File: src/design/elc_pkg.sv
// Shared constants for the Ethernet link control and status block
package elc_pkg;
  // Register byte addresses
  localparam logic [7:0] ADDR_CTRL     = 8'h00;
  localparam logic [7:0] ADDR_RESYNC   = 8'h04;
  localparam logic [7:0] ADDR_STATUS   = 8'h08;
  localparam logic [7:0] ADDR_INT_STAT = 8'h0C;
  localparam logic [7:0] ADDR_INT_CLR  = 8'h10;
  localparam logic [7:0] ADDR_INT_EN   = 8'h14;

  // Control register fields
  localparam int CTRL_TX_EN     = 0;
  localparam int CTRL_SEND_RFI  = 1;
  localparam int CTRL_SEND_IDLE = 2;
  localparam int CTRL_RX_EN     = 3;
  localparam int CTRL_W         = 4;
  localparam logic [3:0] CTRL_RESET = 4'h0;

  // Status register fields
  localparam int ST_DEC_LSB    = 0;
  localparam int ST_LFAULT     = 2;
  localparam int ST_TX_PKT     = 3;
  localparam int ST_RX_PKT     = 4;
  localparam int ST_RX_RFI     = 5;
  localparam int ST_LOCK_LSB   = 8;

  // Interrupt status fields
  localparam int IRQ_LFAULT  = 0;
  localparam int IRQ_ALIGNED = 1;
  localparam int IRQ_FRAMERR = 2;
  localparam int IRQ_W       = 3;

  // Lanes and widths
  localparam int LANES  = 4;
  localparam int DATA_W = 32;
  localparam int CNT_W  = 4;

  // Lane monitor timing counts, in received blocks
  localparam logic [2:0] WIN_LAST   = 3'h7;
  localparam logic [3:0] LOCK_GOOD  = 4'hF;
  localparam logic [3:0] LOSS_ERRS  = 4'h4;

  // Sync header codes (valid ones differ in both bits)
  localparam logic [1:0] HDR_DATA = 2'h1;
  localparam logic [1:0] HDR_CTRL = 2'h2;

  // Link code word types
  typedef enum logic [1:0] {
    ELC_W_IDLE = 2'b00,
    ELC_W_DATA = 2'b01,
    ELC_W_END  = 2'b10,
    ELC_W_RFI  = 2'b11
  } elc_word_t;

  // Receive decoder states
  typedef enum logic [1:0] {
    ELC_DEC_STARTUP = 2'b00,
    ELC_DEC_ALIGN   = 2'b01,
    ELC_DEC_RUN     = 2'b10
  } elc_dec_t;
endpackage

File: src/design/elc_lane_mon.sv
// Per-lane sync header checker: lock tracking and error counts
`timescale 1ns/1ps
`default_nettype none
module elc_lane_mon (
  // Clock and reset
  input  wire logic                    clk_i,
  input  wire logic                    rst_i,
  // Control
  input  wire logic                    run_i,
  input  wire logic                    clear_i,
  // Synchronised sync header
  input  wire logic [1:0]              hdr_i,
  // Status
  output logic [elc_pkg::CNT_W-1:0]    err_cnt_o,
  output logic                         err_vld_o,
  output logic                         locked_o
);
  logic [2:0]                 win;
  logic [elc_pkg::CNT_W-1:0]  errs;
  logic [3:0]                 good;
  logic                       bad;

  assign bad = (hdr_i != elc_pkg::HDR_DATA) && (hdr_i != elc_pkg::HDR_CTRL);

  // Window of eight blocks; errors summed, reported at its end
  always_ff @(posedge clk_i or posedge rst_i) begin
    if (rst_i) begin
      win       <= 3'h0;
      errs      <= 4'h0;
      err_cnt_o <= 4'h0;
      err_vld_o <= 1'b0;
    end else if (clear_i) begin
      win       <= 3'h0;
      errs      <= 4'h0;
      err_vld_o <= 1'b0;
    end else if (run_i) begin
      win <= win + 3'h1;
      if (win == elc_pkg::WIN_LAST) begin
        errs      <= 4'h0;
        err_cnt_o <= errs + {3'h0, bad};
        err_vld_o <= 1'b1;
      end else begin
        errs      <= errs + {3'h0, bad};
        err_vld_o <= 1'b0;
      end
    end else begin
      // Halted decoder reports nothing
      err_vld_o <= 1'b0;
    end
  end

  // Lock after a run of good headers, lost on a bad window
  always_ff @(posedge clk_i or posedge rst_i) begin
    if (rst_i) begin
      good     <= 4'h0;
      locked_o <= 1'b0;
    end else if (clear_i) begin
      good     <= 4'h0;
      locked_o <= 1'b0;
    end else if (run_i) begin
      if (bad) begin
        good <= 4'h0;
      end else if (good != elc_pkg::LOCK_GOOD) begin
        good <= good + 4'h1;
      end
      if (!bad && good == elc_pkg::LOCK_GOOD) begin
        locked_o <= 1'b1;
      end else if (win == elc_pkg::WIN_LAST &&
                   (errs + {3'h0, bad}) >= elc_pkg::LOSS_ERRS) begin
        locked_o <= 1'b0;
      end
    end
  end
endmodule
`default_nettype wire

File: src/design/elc_link_ctrl.sv
// Ethernet link control and status: TX gating, RX decoder, APB regs
`timescale 1ns/1ps
`default_nettype none
module elc_link_ctrl (
  // Clock and reset
  input  wire logic                        clk_i,
  input  wire logic                        rst_i,
  // APB slave
  input  wire logic [7:0]                  paddr,
  input  wire logic                        psel,
  input  wire logic                        penable,
  input  wire logic                        pwrite,
  input  wire logic [31:0]                 pwdata,
  output logic [31:0]                      prdata,
  output logic                             pready,
  output logic                             pslverr,
  // User transmit stream
  input  wire logic                        tx_valid_i,
  input  wire logic [elc_pkg::DATA_W-1:0]  tx_data_i,
  input  wire logic                        tx_last_i,
  output logic                             tx_ready_o,
  // Link transmit words
  output logic [1:0]                       link_tx_type_o,
  output logic [elc_pkg::DATA_W-1:0]       link_tx_data_o,
  // Link receive pins
  input  wire logic [1:0]                  link_rx_type_i,
  input  wire logic [elc_pkg::DATA_W-1:0]  link_rx_data_i,
  input  wire logic [7:0]                  link_rx_hdr_i,
  // User receive stream
  output logic                             rx_valid_o,
  output logic [elc_pkg::DATA_W-1:0]       rx_data_o,
  output logic                             rx_last_o,
  // Status
  output logic                             tx_local_fault_o,
  output logic [3:0]                       framing_err_0_o,
  output logic [3:0]                       framing_err_1_o,
  output logic [3:0]                       framing_err_2_o,
  output logic [3:0]                       framing_err_3_o,
  output logic [3:0]                       framing_err_valid_o,
  output logic                             irq_o
);
  logic [elc_pkg::CTRL_W-1:0]  ctrl;
  logic                        resync;
  logic [elc_pkg::IRQ_W-1:0]   int_stat;
  logic [elc_pkg::IRQ_W-1:0]   int_en;
  logic [elc_pkg::IRQ_W-1:0]   events;
  logic [elc_pkg::IRQ_W-1:0]   next_int_stat;
  logic                        wr_go;
  logic                        tx_in_pkt;
  logic                        next_tx_in_pkt;
  logic                        tx_accept;
  logic                        force_rfi;
  logic                        force_idle;
  logic [1:0]                  rx_type_m;
  logic [1:0]                  rx_type_s;
  logic [elc_pkg::DATA_W-1:0]  rx_data_m;
  logic [elc_pkg::DATA_W-1:0]  rx_data_s;
  logic [7:0]                  rx_hdr_m;
  logic [7:0]                  rx_hdr_s;
  elc_pkg::elc_dec_t           dec_state;
  elc_pkg::elc_dec_t           next_dec;
  logic                        rx_in_pkt;
  logic                        rx_gate;
  logic                        rx_take;
  logic                        rx_rfi;
  logic                        lane_run;
  logic                        lane_clear;
  logic [3:0]                  lane_lock;
  logic [3:0]                  lane_vld;
  logic [3:0]                  lane_cnt [4];
  logic                        any_err;

  function automatic logic is_reg(input logic [7:0] a, input logic [7:0] r);
    return a == r;
  endfunction

  // APB: one wait-free access, answer registered from the setup phase
  assign wr_go = psel && penable && pready && pwrite;

  always_ff @(posedge clk_i or posedge rst_i) begin
    if (rst_i) begin
      pready  <= 1'b0;
      pslverr <= 1'b0;
      prdata  <= 32'h0;
    end else begin
      pready  <= psel && !penable;
      pslverr <= 1'b0;
      prdata  <= 32'h0;
      if (psel && !penable) begin
        unique case (paddr)
          elc_pkg::ADDR_CTRL: prdata <= {28'h0, ctrl};
          elc_pkg::ADDR_STATUS: begin
            prdata[elc_pkg::ST_DEC_LSB +: 2]  <= dec_state;
            prdata[elc_pkg::ST_LFAULT]        <= tx_local_fault_o;
            prdata[elc_pkg::ST_TX_PKT]        <= tx_in_pkt;
            prdata[elc_pkg::ST_RX_PKT]        <= rx_in_pkt;
            prdata[elc_pkg::ST_RX_RFI]        <= rx_rfi;
            prdata[elc_pkg::ST_LOCK_LSB +: 4] <= lane_lock;
          end
          elc_pkg::ADDR_INT_STAT: prdata <= {29'h0, int_stat};
          elc_pkg::ADDR_INT_EN:   prdata <= {29'h0, int_en};
          elc_pkg::ADDR_RESYNC,
          elc_pkg::ADDR_INT_CLR:  prdata <= 32'h0;
          default:                pslverr <= 1'b1;
        endcase
      end
    end
  end

  // Control bits steer the TX and RX paths
  always_ff @(posedge clk_i or posedge rst_i) begin
    if (rst_i) begin
      ctrl   <= elc_pkg::CTRL_RESET;
      int_en <= 3'h0;
    end else if (wr_go) begin
      if (is_reg(paddr, elc_pkg::ADDR_CTRL)) begin
        ctrl <= pwdata[elc_pkg::CTRL_W-1:0];
      end
      if (is_reg(paddr, elc_pkg::ADDR_INT_EN)) begin
        int_en <= pwdata[elc_pkg::IRQ_W-1:0];
      end
    end
  end

  always_ff @(posedge clk_i or posedge rst_i) begin
    if (rst_i) begin
      resync <= 1'b0;
    end else begin
      resync <= wr_go && is_reg(paddr, elc_pkg::ADDR_RESYNC) && pwdata[0];
    end
  end

  // Transmit path
  assign force_rfi  = ctrl[elc_pkg::CTRL_SEND_RFI];
  assign force_idle = ctrl[elc_pkg::CTRL_SEND_IDLE];
  assign tx_accept  = tx_valid_i && tx_ready_o;

  always_comb begin
    next_tx_in_pkt = tx_in_pkt;
    if (force_rfi || force_idle) begin
      next_tx_in_pkt = 1'b0;
    end else if (tx_accept) begin
      next_tx_in_pkt = !tx_last_i;
    end
  end

  always_ff @(posedge clk_i or posedge rst_i) begin
    if (rst_i) begin
      tx_in_pkt  <= 1'b0;
      tx_ready_o <= 1'b0;
    end else begin
      tx_in_pkt  <= next_tx_in_pkt;
      tx_ready_o <= !force_rfi && !force_idle &&
                    (next_tx_in_pkt || ctrl[elc_pkg::CTRL_TX_EN]);
    end
  end

  // Forced words outrank data; remote fault outranks idle
  always_ff @(posedge clk_i or posedge rst_i) begin
    if (rst_i) begin
      link_tx_type_o <= elc_pkg::ELC_W_IDLE;
      link_tx_data_o <= 32'h0;
    end else begin
      link_tx_data_o <= 32'h0;
      if (force_rfi) begin
        link_tx_type_o <= elc_pkg::ELC_W_RFI;
      end else if (force_idle || !tx_accept) begin
        link_tx_type_o <= elc_pkg::ELC_W_IDLE;
      end else begin
        link_tx_type_o <= tx_last_i ? elc_pkg::ELC_W_END
                                    : elc_pkg::ELC_W_DATA;
        link_tx_data_o <= tx_data_i;
      end
    end
  end

  // Link pins pass two flops before any logic
  // pins synced first
  always_ff @(posedge clk_i or posedge rst_i) begin
    if (rst_i) begin
      rx_type_m <= 2'h0;
      rx_type_s <= 2'h0;
      rx_data_m <= 32'h0;
      rx_data_s <= 32'h0;
      rx_hdr_m  <= 8'h0;
      rx_hdr_s  <= 8'h0;
    end else begin
      rx_type_m <= link_rx_type_i;
      rx_type_s <= rx_type_m;
      rx_data_m <= link_rx_data_i;
      rx_data_s <= rx_data_m;
      rx_hdr_m  <= link_rx_hdr_i;
      rx_hdr_s  <= rx_hdr_m;
    end
  end

  // decoding continues until the open packet ends
  assign rx_gate    = ctrl[elc_pkg::CTRL_RX_EN] || rx_in_pkt;
  assign lane_run   = rx_gate && (dec_state != elc_pkg::ELC_DEC_STARTUP);
  assign lane_clear = resync || (dec_state == elc_pkg::ELC_DEC_STARTUP);

  always_comb begin
    next_dec = dec_state;
    unique case (dec_state)
      elc_pkg::ELC_DEC_STARTUP:
        if (rx_gate) next_dec = elc_pkg::ELC_DEC_ALIGN;
      elc_pkg::ELC_DEC_ALIGN:
        if (&lane_lock) next_dec = elc_pkg::ELC_DEC_RUN;
      elc_pkg::ELC_DEC_RUN:
        if (!(&lane_lock)) next_dec = elc_pkg::ELC_DEC_STARTUP;
      default: next_dec = elc_pkg::ELC_DEC_STARTUP;
    endcase
    if (resync) begin
      next_dec = elc_pkg::ELC_DEC_STARTUP;
    end
  end

  always_ff @(posedge clk_i or posedge rst_i) begin
    if (rst_i) begin
      dec_state        <= elc_pkg::ELC_DEC_STARTUP;
      tx_local_fault_o <= 1'b1;
    end else begin
      dec_state        <= next_dec;
      tx_local_fault_o <= (next_dec == elc_pkg::ELC_DEC_STARTUP);
    end
  end

  // Receive words reach the user only while decoding runs
  assign rx_take = lane_run && (dec_state == elc_pkg::ELC_DEC_RUN) &&
                   (rx_type_s == elc_pkg::ELC_W_DATA ||
                    rx_type_s == elc_pkg::ELC_W_END);

  always_ff @(posedge clk_i or posedge rst_i) begin
    if (rst_i) begin
      rx_valid_o <= 1'b0;
      rx_data_o  <= 32'h0;
      rx_last_o  <= 1'b0;
      rx_in_pkt  <= 1'b0;
      rx_rfi     <= 1'b0;
    end else begin
      rx_valid_o <= rx_take;
      rx_data_o  <= rx_take ? rx_data_s : 32'h0;
      rx_last_o  <= rx_take && (rx_type_s == elc_pkg::ELC_W_END);
      rx_rfi     <= (rx_type_s == elc_pkg::ELC_W_RFI);
      if (lane_clear) begin
        // Realign drops a partial packet
        rx_in_pkt <= 1'b0;
      end else if (rx_take) begin
        rx_in_pkt <= (rx_type_s == elc_pkg::ELC_W_DATA);
      end
    end
  end

  for (genvar g = 0; g < elc_pkg::LANES; g++) begin : g_lane
    elc_lane_mon u_mon (
      .clk_i     (clk_i),
      .rst_i     (rst_i),
      .run_i     (lane_run),
      .clear_i   (lane_clear),
      .hdr_i     (rx_hdr_s[2*g +: 2]),
      .err_cnt_o (lane_cnt[g]),
      .err_vld_o (lane_vld[g]),
      .locked_o  (lane_lock[g])
    );
  end

  assign framing_err_0_o     = lane_cnt[0];
  assign framing_err_1_o     = lane_cnt[1];
  assign framing_err_2_o     = lane_cnt[2];
  assign framing_err_3_o     = lane_cnt[3];
  assign framing_err_valid_o = lane_vld;

  // Interrupts: a new event beats a clear in the same cycle
  always_comb begin
    any_err = 1'b0;
    for (int i = 0; i < elc_pkg::LANES; i++) begin
      any_err = any_err || (lane_vld[i] && lane_cnt[i] != 4'h0);
    end
    events = '0;
    events[elc_pkg::IRQ_LFAULT] = !tx_local_fault_o &&
      (next_dec == elc_pkg::ELC_DEC_STARTUP);
    events[elc_pkg::IRQ_ALIGNED] = (dec_state != elc_pkg::ELC_DEC_RUN) &&
      (next_dec == elc_pkg::ELC_DEC_RUN);
    events[elc_pkg::IRQ_FRAMERR] = any_err;
    next_int_stat = int_stat;
    if (wr_go && is_reg(paddr, elc_pkg::ADDR_INT_CLR)) begin
      next_int_stat = int_stat & ~pwdata[elc_pkg::IRQ_W-1:0];
    end
    next_int_stat = next_int_stat | events;
  end

  always_ff @(posedge clk_i or posedge rst_i) begin
    if (rst_i) begin
      int_stat <= 3'h0;
      irq_o    <= 1'b0;
    end else begin
      int_stat <= next_int_stat;
      irq_o    <= |(next_int_stat & int_en);
    end
  end
endmodule
`default_nettype wire

File: config.mk
export PLATFORM = sky130hd
export DESIGN_NAME = elc_link_ctrl
export DESIGN_NICKNAME = d
export VERILOG_FILES = /design/src/design/elc_pkg.sv /design/src/design/elc_lane_mon.sv /design/src/design/elc_link_ctrl.sv
export SDC_FILE = /design/constraint.sdc
export NUM_CORES = 1
export LEC_CHECK = 0
export BUFFER_PORTS_ARGS = -buffer_cell sky130_fd_sc_hd__buf_2
export CAP_MARGIN = 15
export CELL_PAD_IN_SITES_DETAIL_PLACEMENT = 0
export CELL_PAD_IN_SITES_GLOBAL_PLACEMENT = 2
export CORE_MARGIN = 10
export CORE_UTILIZATION = 34
export DETAILED_ROUTE_END_ITERATION = 16
export GPL_ROUTABILITY_DRIVEN = 0
export GPL_TIMING_DRIVEN = 0
export PLACE_DENSITY_LB_ADDON = 0.1
export SLEW_MARGIN = 5
export SYNTH_ARGS = -nofsm -noshare
export SYNTH_HDL_FRONTEND = slang
export SYNTH_HIERARCHICAL = 1
export SYNTH_SLANG_ARGS = --single-unit
export TNS_END_PERCENT = 30
File: constraint.sdc
create_clock -name clk_i -period 8.4 [get_ports clk_i]
set_input_delay 1.26 -clock clk_i [delete_from_list [all_inputs] [get_ports clk_i]]
set_output_delay 1.26 -clock clk_i [all_outputs]
set_load 0.05 [all_outputs]
==> flow_summary.html <==
<table>
<tr><th>Metric</th><th>Value</th></tr>
<tr><th colspan="2">Global routing</th></tr>
<tr><td>Total congestion overflow</td><td>0</td></tr>
<tr><td>All-Layer GR Usage</td><td>12.5%</td></tr>
<tr><td>Antenna violations before repair</td><td>4</td></tr>
<tr><td>Global-route wire length before repair</td><td>36,000 µm</td></tr>
<tr><td>Vias in the first global route</td><td>6,481</td></tr>
<tr><td>Maximum number of pins on one net before global-route repair</td><td>95</td></tr>
<tr><th colspan="2">Synth</th></tr>
<tr><td>Top FF cell, synth</td><td>dfrtp_1</td></tr>
<tr><td>Part of the Yosys area used for sequential elements</td><td>65.8%</td></tr>
<tr><td>Syn Std Cell Area</td><td>0.00954 mm²</td></tr>
<tr><td>Number of instances in the synthesized netlist</td><td>753</td></tr>
<tr><td>Count of warnings emitted by yosys</td><td>6</td></tr>
<tr><td>Post-Synthesis Mean Instance Area</td><td>12.7 µm²</td></tr>
<tr><td>Async SR Flop Fraction</td><td>100%</td></tr>
<tr><td>Number of library cell types mapped by synthesis</td><td>50</td></tr>
<tr><td>Number of flip-flops and latches in the synthesized netlist</td><td>251</td></tr>
<tr><td>Number of flops mapped to enable cells by yosys</td><td>0</td></tr>
<tr><th colspan="2">Drt</th></tr>
<tr><td>Number of nets with antenna violations after detailed routing</td><td>0</td></tr>
<tr><td>Overall routed net length</td><td>22,500 µm</td></tr>
<tr><td>Via count</td><td>6,174</td></tr>
<tr><td>DRC viols</td><td>0</td></tr>
<tr><td>Iteration-0 DRC count of the detailed router</td><td>346</td></tr>
<tr><td>DRT Pass-1 Iters</td><td>4</td></tr>
<tr><td>Number of vias per cell after detailed routing</td><td>4.41</td></tr>
<tr><td>Drt wl/cell</td><td>16.0 µm</td></tr>
<tr><th colspan="2">STA</th></tr>
<tr><td>Final slew viol count</td><td>0</td></tr>
<tr><td>Worst-margin pin slew</td><td>967 ps</td></tr>
<tr><td>Worst relative slew slack</td><td>35.3%</td></tr>
<tr><td>Number of hold violations in the final report</td><td>0</td></tr>
<tr><td>Count of final setup violators</td><td>0</td></tr>
<tr><td>Highest attainable clock frequency</td><td>378 MHz</td></tr>
<tr><td>Final critical delay including setup and external delays</td><td>2650 ps</td></tr>
<tr><td>Final clock period utilization by the worst path</td><td>31.5%</td></tr>
<tr><td>Setup WS post-layout</td><td>5750 ps</td></tr>
<tr><td>Unrepaired setup endpoints after global routing</td><td>no</td></tr>
<tr><td>Setup Total Neg Slack</td><td>0 ps</td></tr>
<tr><td>Worst setup skew after layout</td><td>12.1 ps</td></tr>
<tr><th colspan="2">Clock tree</th></tr>
<tr><td>Hold_buf cts</td><td>0</td></tr>
<tr><td>Number of levels in the clock H-tree</td><td>1</td></tr>
<tr><td>Clock tree from TritonCTS</td><td>built</td></tr>
<tr><td>Clk sinks</td><td>251</td></tr>
<tr><td>CTS Root Buffer Type</td><td>clkbuf_16</td></tr>
<tr><td>Clock-pin transition on the worst setup and hold timing paths</td><td>60 ps</td></tr>
<tr><td>CTS Buf Count</td><td>29</td></tr>
<tr><td>Clk Latency, worst-skew pair</td><td>540 ps</td></tr>
<tr><td>Maximum number of buffers from clock root to sink</td><td>3</td></tr>
<tr><td>Quantity of gates resized following cts</td><td>0</td></tr>
<tr><td>Post-CTS setup buffer count</td><td>0</td></tr>
<tr><th colspan="2">Worst setup path</th></tr>
<tr><td>Crit Path Class</td><td>reg -&gt; out</td></tr>
<tr><td>Worst-path cell with the longest stage delay</td><td>dfstp_2</td></tr>
<tr><td>Worst Setup SP</td><td>tx_local_fault_o</td></tr>
<tr><td>Nature of the critical path startpoint</td><td>flip-flop</td></tr>
<tr><td>Worst R2R Path Depth</td><td>7</td></tr>
<tr><td>CP endpoint kind</td><td>output pin</td></tr>
<tr><td>Worst path arrival time</td><td>1390 ps</td></tr>
<tr><td>Data required time of the critical path</td><td>7140 ps</td></tr>
<tr><td>Count of buffer and inverter cells on the critical path</td><td>1</td></tr>
<tr><td>Worst-path fanout max</td><td>4</td></tr>
<tr><td>Total number of cells along the worst setup path</td><td>1</td></tr>
<tr><td>Launching point of the worst reg2reg path</td><td>dec_state[0]</td></tr>
<tr><td>Kind of cell adding the most delay to the critical path</td><td>flip-flops</td></tr>
<tr><td>CP peak stage delay</td><td>570 ps</td></tr>
<tr><td>List of cells traversed by the critical path</td><td>buf_2</td></tr>
<tr><th colspan="2">Final layout</th></tr>
<tr><td>Final core area utilization</td><td>43.6%</td></tr>
<tr><td>Share of cells above drive strength 1</td><td>29.6%</td></tr>
<tr><td>Most common cell after layout, fill and taps aside</td><td>dfrtp_1</td></tr>
<tr><td>Commonest cells after routing, fill and taps aside</td><td>dfrtp_1, buf_2, and2_1</td></tr>
<tr><td>Layout Area Growth over Synthesis</td><td>26.5%</td></tr>
<tr><td>Post-layout nets</td><td>1,144</td></tr>
<tr><td>Area of all placed cells without fillers</td><td>0.0121 mm²</td></tr>
<tr><th colspan="2">Floorplan</th></tr>
<tr><td>Row count</td><td>61</td></tr>
<tr><td>Effective utilization at floorplan</td><td>34.4%</td></tr>
<tr><td>Total Die Area</td><td>0.0352 mm²</td></tr>
<tr><td>Die extent in x</td><td>188 µm</td></tr>
<tr><td>Area of the core</td><td>0.0277 mm²</td></tr>
<tr><td>Die Ht</td><td>188 µm</td></tr>
<tr><td>Number of ports placed on the die boundary</td><td>246</td></tr>
<tr><th colspan="2">Power</th></tr>
<tr><td>Power per cell area</td><td>232 mW/mm²</td></tr>
<tr><td>Leakage power</td><td>6.05 nW</td></tr>
<tr><td>Maximum resistive drop on vdd</td><td>135 µV</td></tr>
<tr><th colspan="2">Place</th></tr>
<tr><td>Number of port buffers</td><td>194</td></tr>
<tr><td>Hpwl dp</td><td>16,100 µm</td></tr>
<tr><td>Pre-CTS worst setup slack</td><td>5610 ps</td></tr>
<tr><td>Area of placed instances</td><td>0.0111 mm²</td></tr>
<tr><th colspan="2">Outcome</th></tr>
<tr><td>Result of the run</td><td>finished clean</td></tr>
<tr><th colspan="2">Worst hold path</th></tr>
<tr><td>Cell depth of the worst min-delay path</td><td>0</td></tr>
<tr><td>Worst min-delay path category</td><td>reg -&gt; reg</td></tr>
<tr><td>Min-Delay Startpoint</td><td>rx_data_m[25]</td></tr>
<tr><th colspan="2">Job</th></tr>
<tr><td>Max-cap violation count</td><td>0</td></tr>
</table>
[layout make-up]
cell class	count	area (µm²)
flip-flops and latches	251	6280
fillers	2635	15600
diodes	1	2.50
clock inverters	11	144
multi-input cells	453	2970
repair buffers	195	998
inverters	25	101
clock buffers	42	825
well taps	378	473
plain buffers	45	280
[path summary, 6_finish.rpt]
path	slack [ps]	endpoint
max	5750	tx_local_fault_o
min in group asynchronous	830	rx_hdr_m[2]
min reg2reg	340	rx_data_s[25]
min	340	rx_data_s[25]
max in group asynchronous	6680	rx_data_o[11]
max reg2reg	6140	g_lane[3].u_mon/err_cnt_o[1]
[stage by stage]
stage | total power, mW | hold WS, ps | cells
after floorplan | 1.48 | 331 | 774
after global placement | 1.57 | 331 | 1346
after detailed placement | 1.57 | 335 | 1347
after CTS | 2.85 | 346 | 1400
after global routing | 2.92 | 353 | 1401
final | 2.79 | 343 | 1401
[power by group]
part | leakage (nW) | switching [mW] | internal, mW | total, mW
logic | 2.30 | 0.203 | 0.0659 | 0.269
registers | 3.29 | 0.0158 | 1.26 | 1.27
clock network | 0.462 | 0.481 | 0.771 | 1.25
total | 6.05 | 0.699 | 2.10 | 2.79
[per-layer routing]
metal | up-vias | track usage [%] | routed length, µm
met4 | 4 | 3.02 | 462
met2 | 179 | 19.8 | 10200
li1 | 3025 | - | -
met1 | 2926 | 15.9 | 9970
met3 | 40 | 4.66 | 1780
met5 | - | 0 | 25
[synthesized netlist by cell type, drive strengths merged, types with 6 or more instances]
| cell type | instances | area (µm²) |
|---|---|---|
| nand3 | 17 | 85.1 |
| ha | 23 | 288 |
| nand2b | 16 | 100 |
| nor3b | 8 | 60.1 |
| a22oi | 7 | 52.6 |
| clkbuf | 10 | 37.5 |
| nand2 | 57 | 229 |
| nand4 | 9 | 56.3 |
| buf | 35 | 243 |
| mux2 | 9 | 116 |
| dfrtp | 250 | 6260 |
| inv | 25 | 93.8 |
| nor2 | 32 | 120 |
| xnor2 | 13 | 114 |
| nor3 | 6 | 30.0 |
| and2 | 73 | 457 |
| mux2i | 9 | 90.1 |
| nand3b | 16 | 120 |
| a211oi | 9 | 67.6 |
| o21ai | 34 | 170 |
| a21oi | 26 | 130 |
| and3 | 17 | 118 |
[flip-flops by register name, summed over array words and instances, names as in the netlist, 3 cells and up]
register,flops
rx_data_m,32
link_tx_data_o,32
ctrl,4
g_lane.u_mon/locked_o,4
rx_data_s,32
rx_hdr_m,8
int_en,3
g_lane.u_mon/win,12
g_lane.u_mon/err_vld_o,4
g_lane.u_mon/good,16
rx_data_o,32
int_stat,3
rx_hdr_s,8
prdata,10
g_lane.u_mon/errs,16
g_lane.u_mon/err_cnt_o,16
[cell families (layout without fill, tap and decap cells)]
logic type,count (synthesis),count (layout),synth area share (%)
flip-flops,251,251,65.8
AND/OR/NAND/NOR,270,270,16.5
AO/OA/AOI/OAI,103,103,6.70
adder cells (fa/ha/maj),23,23,3.02
XOR/XNOR,17,17,1.87
multiplexers,18,18,2.16
buffers and inverters,70,318,3.92
other,1,23,0.0393
Note: power is estimated with default switching activity, not from simulation.
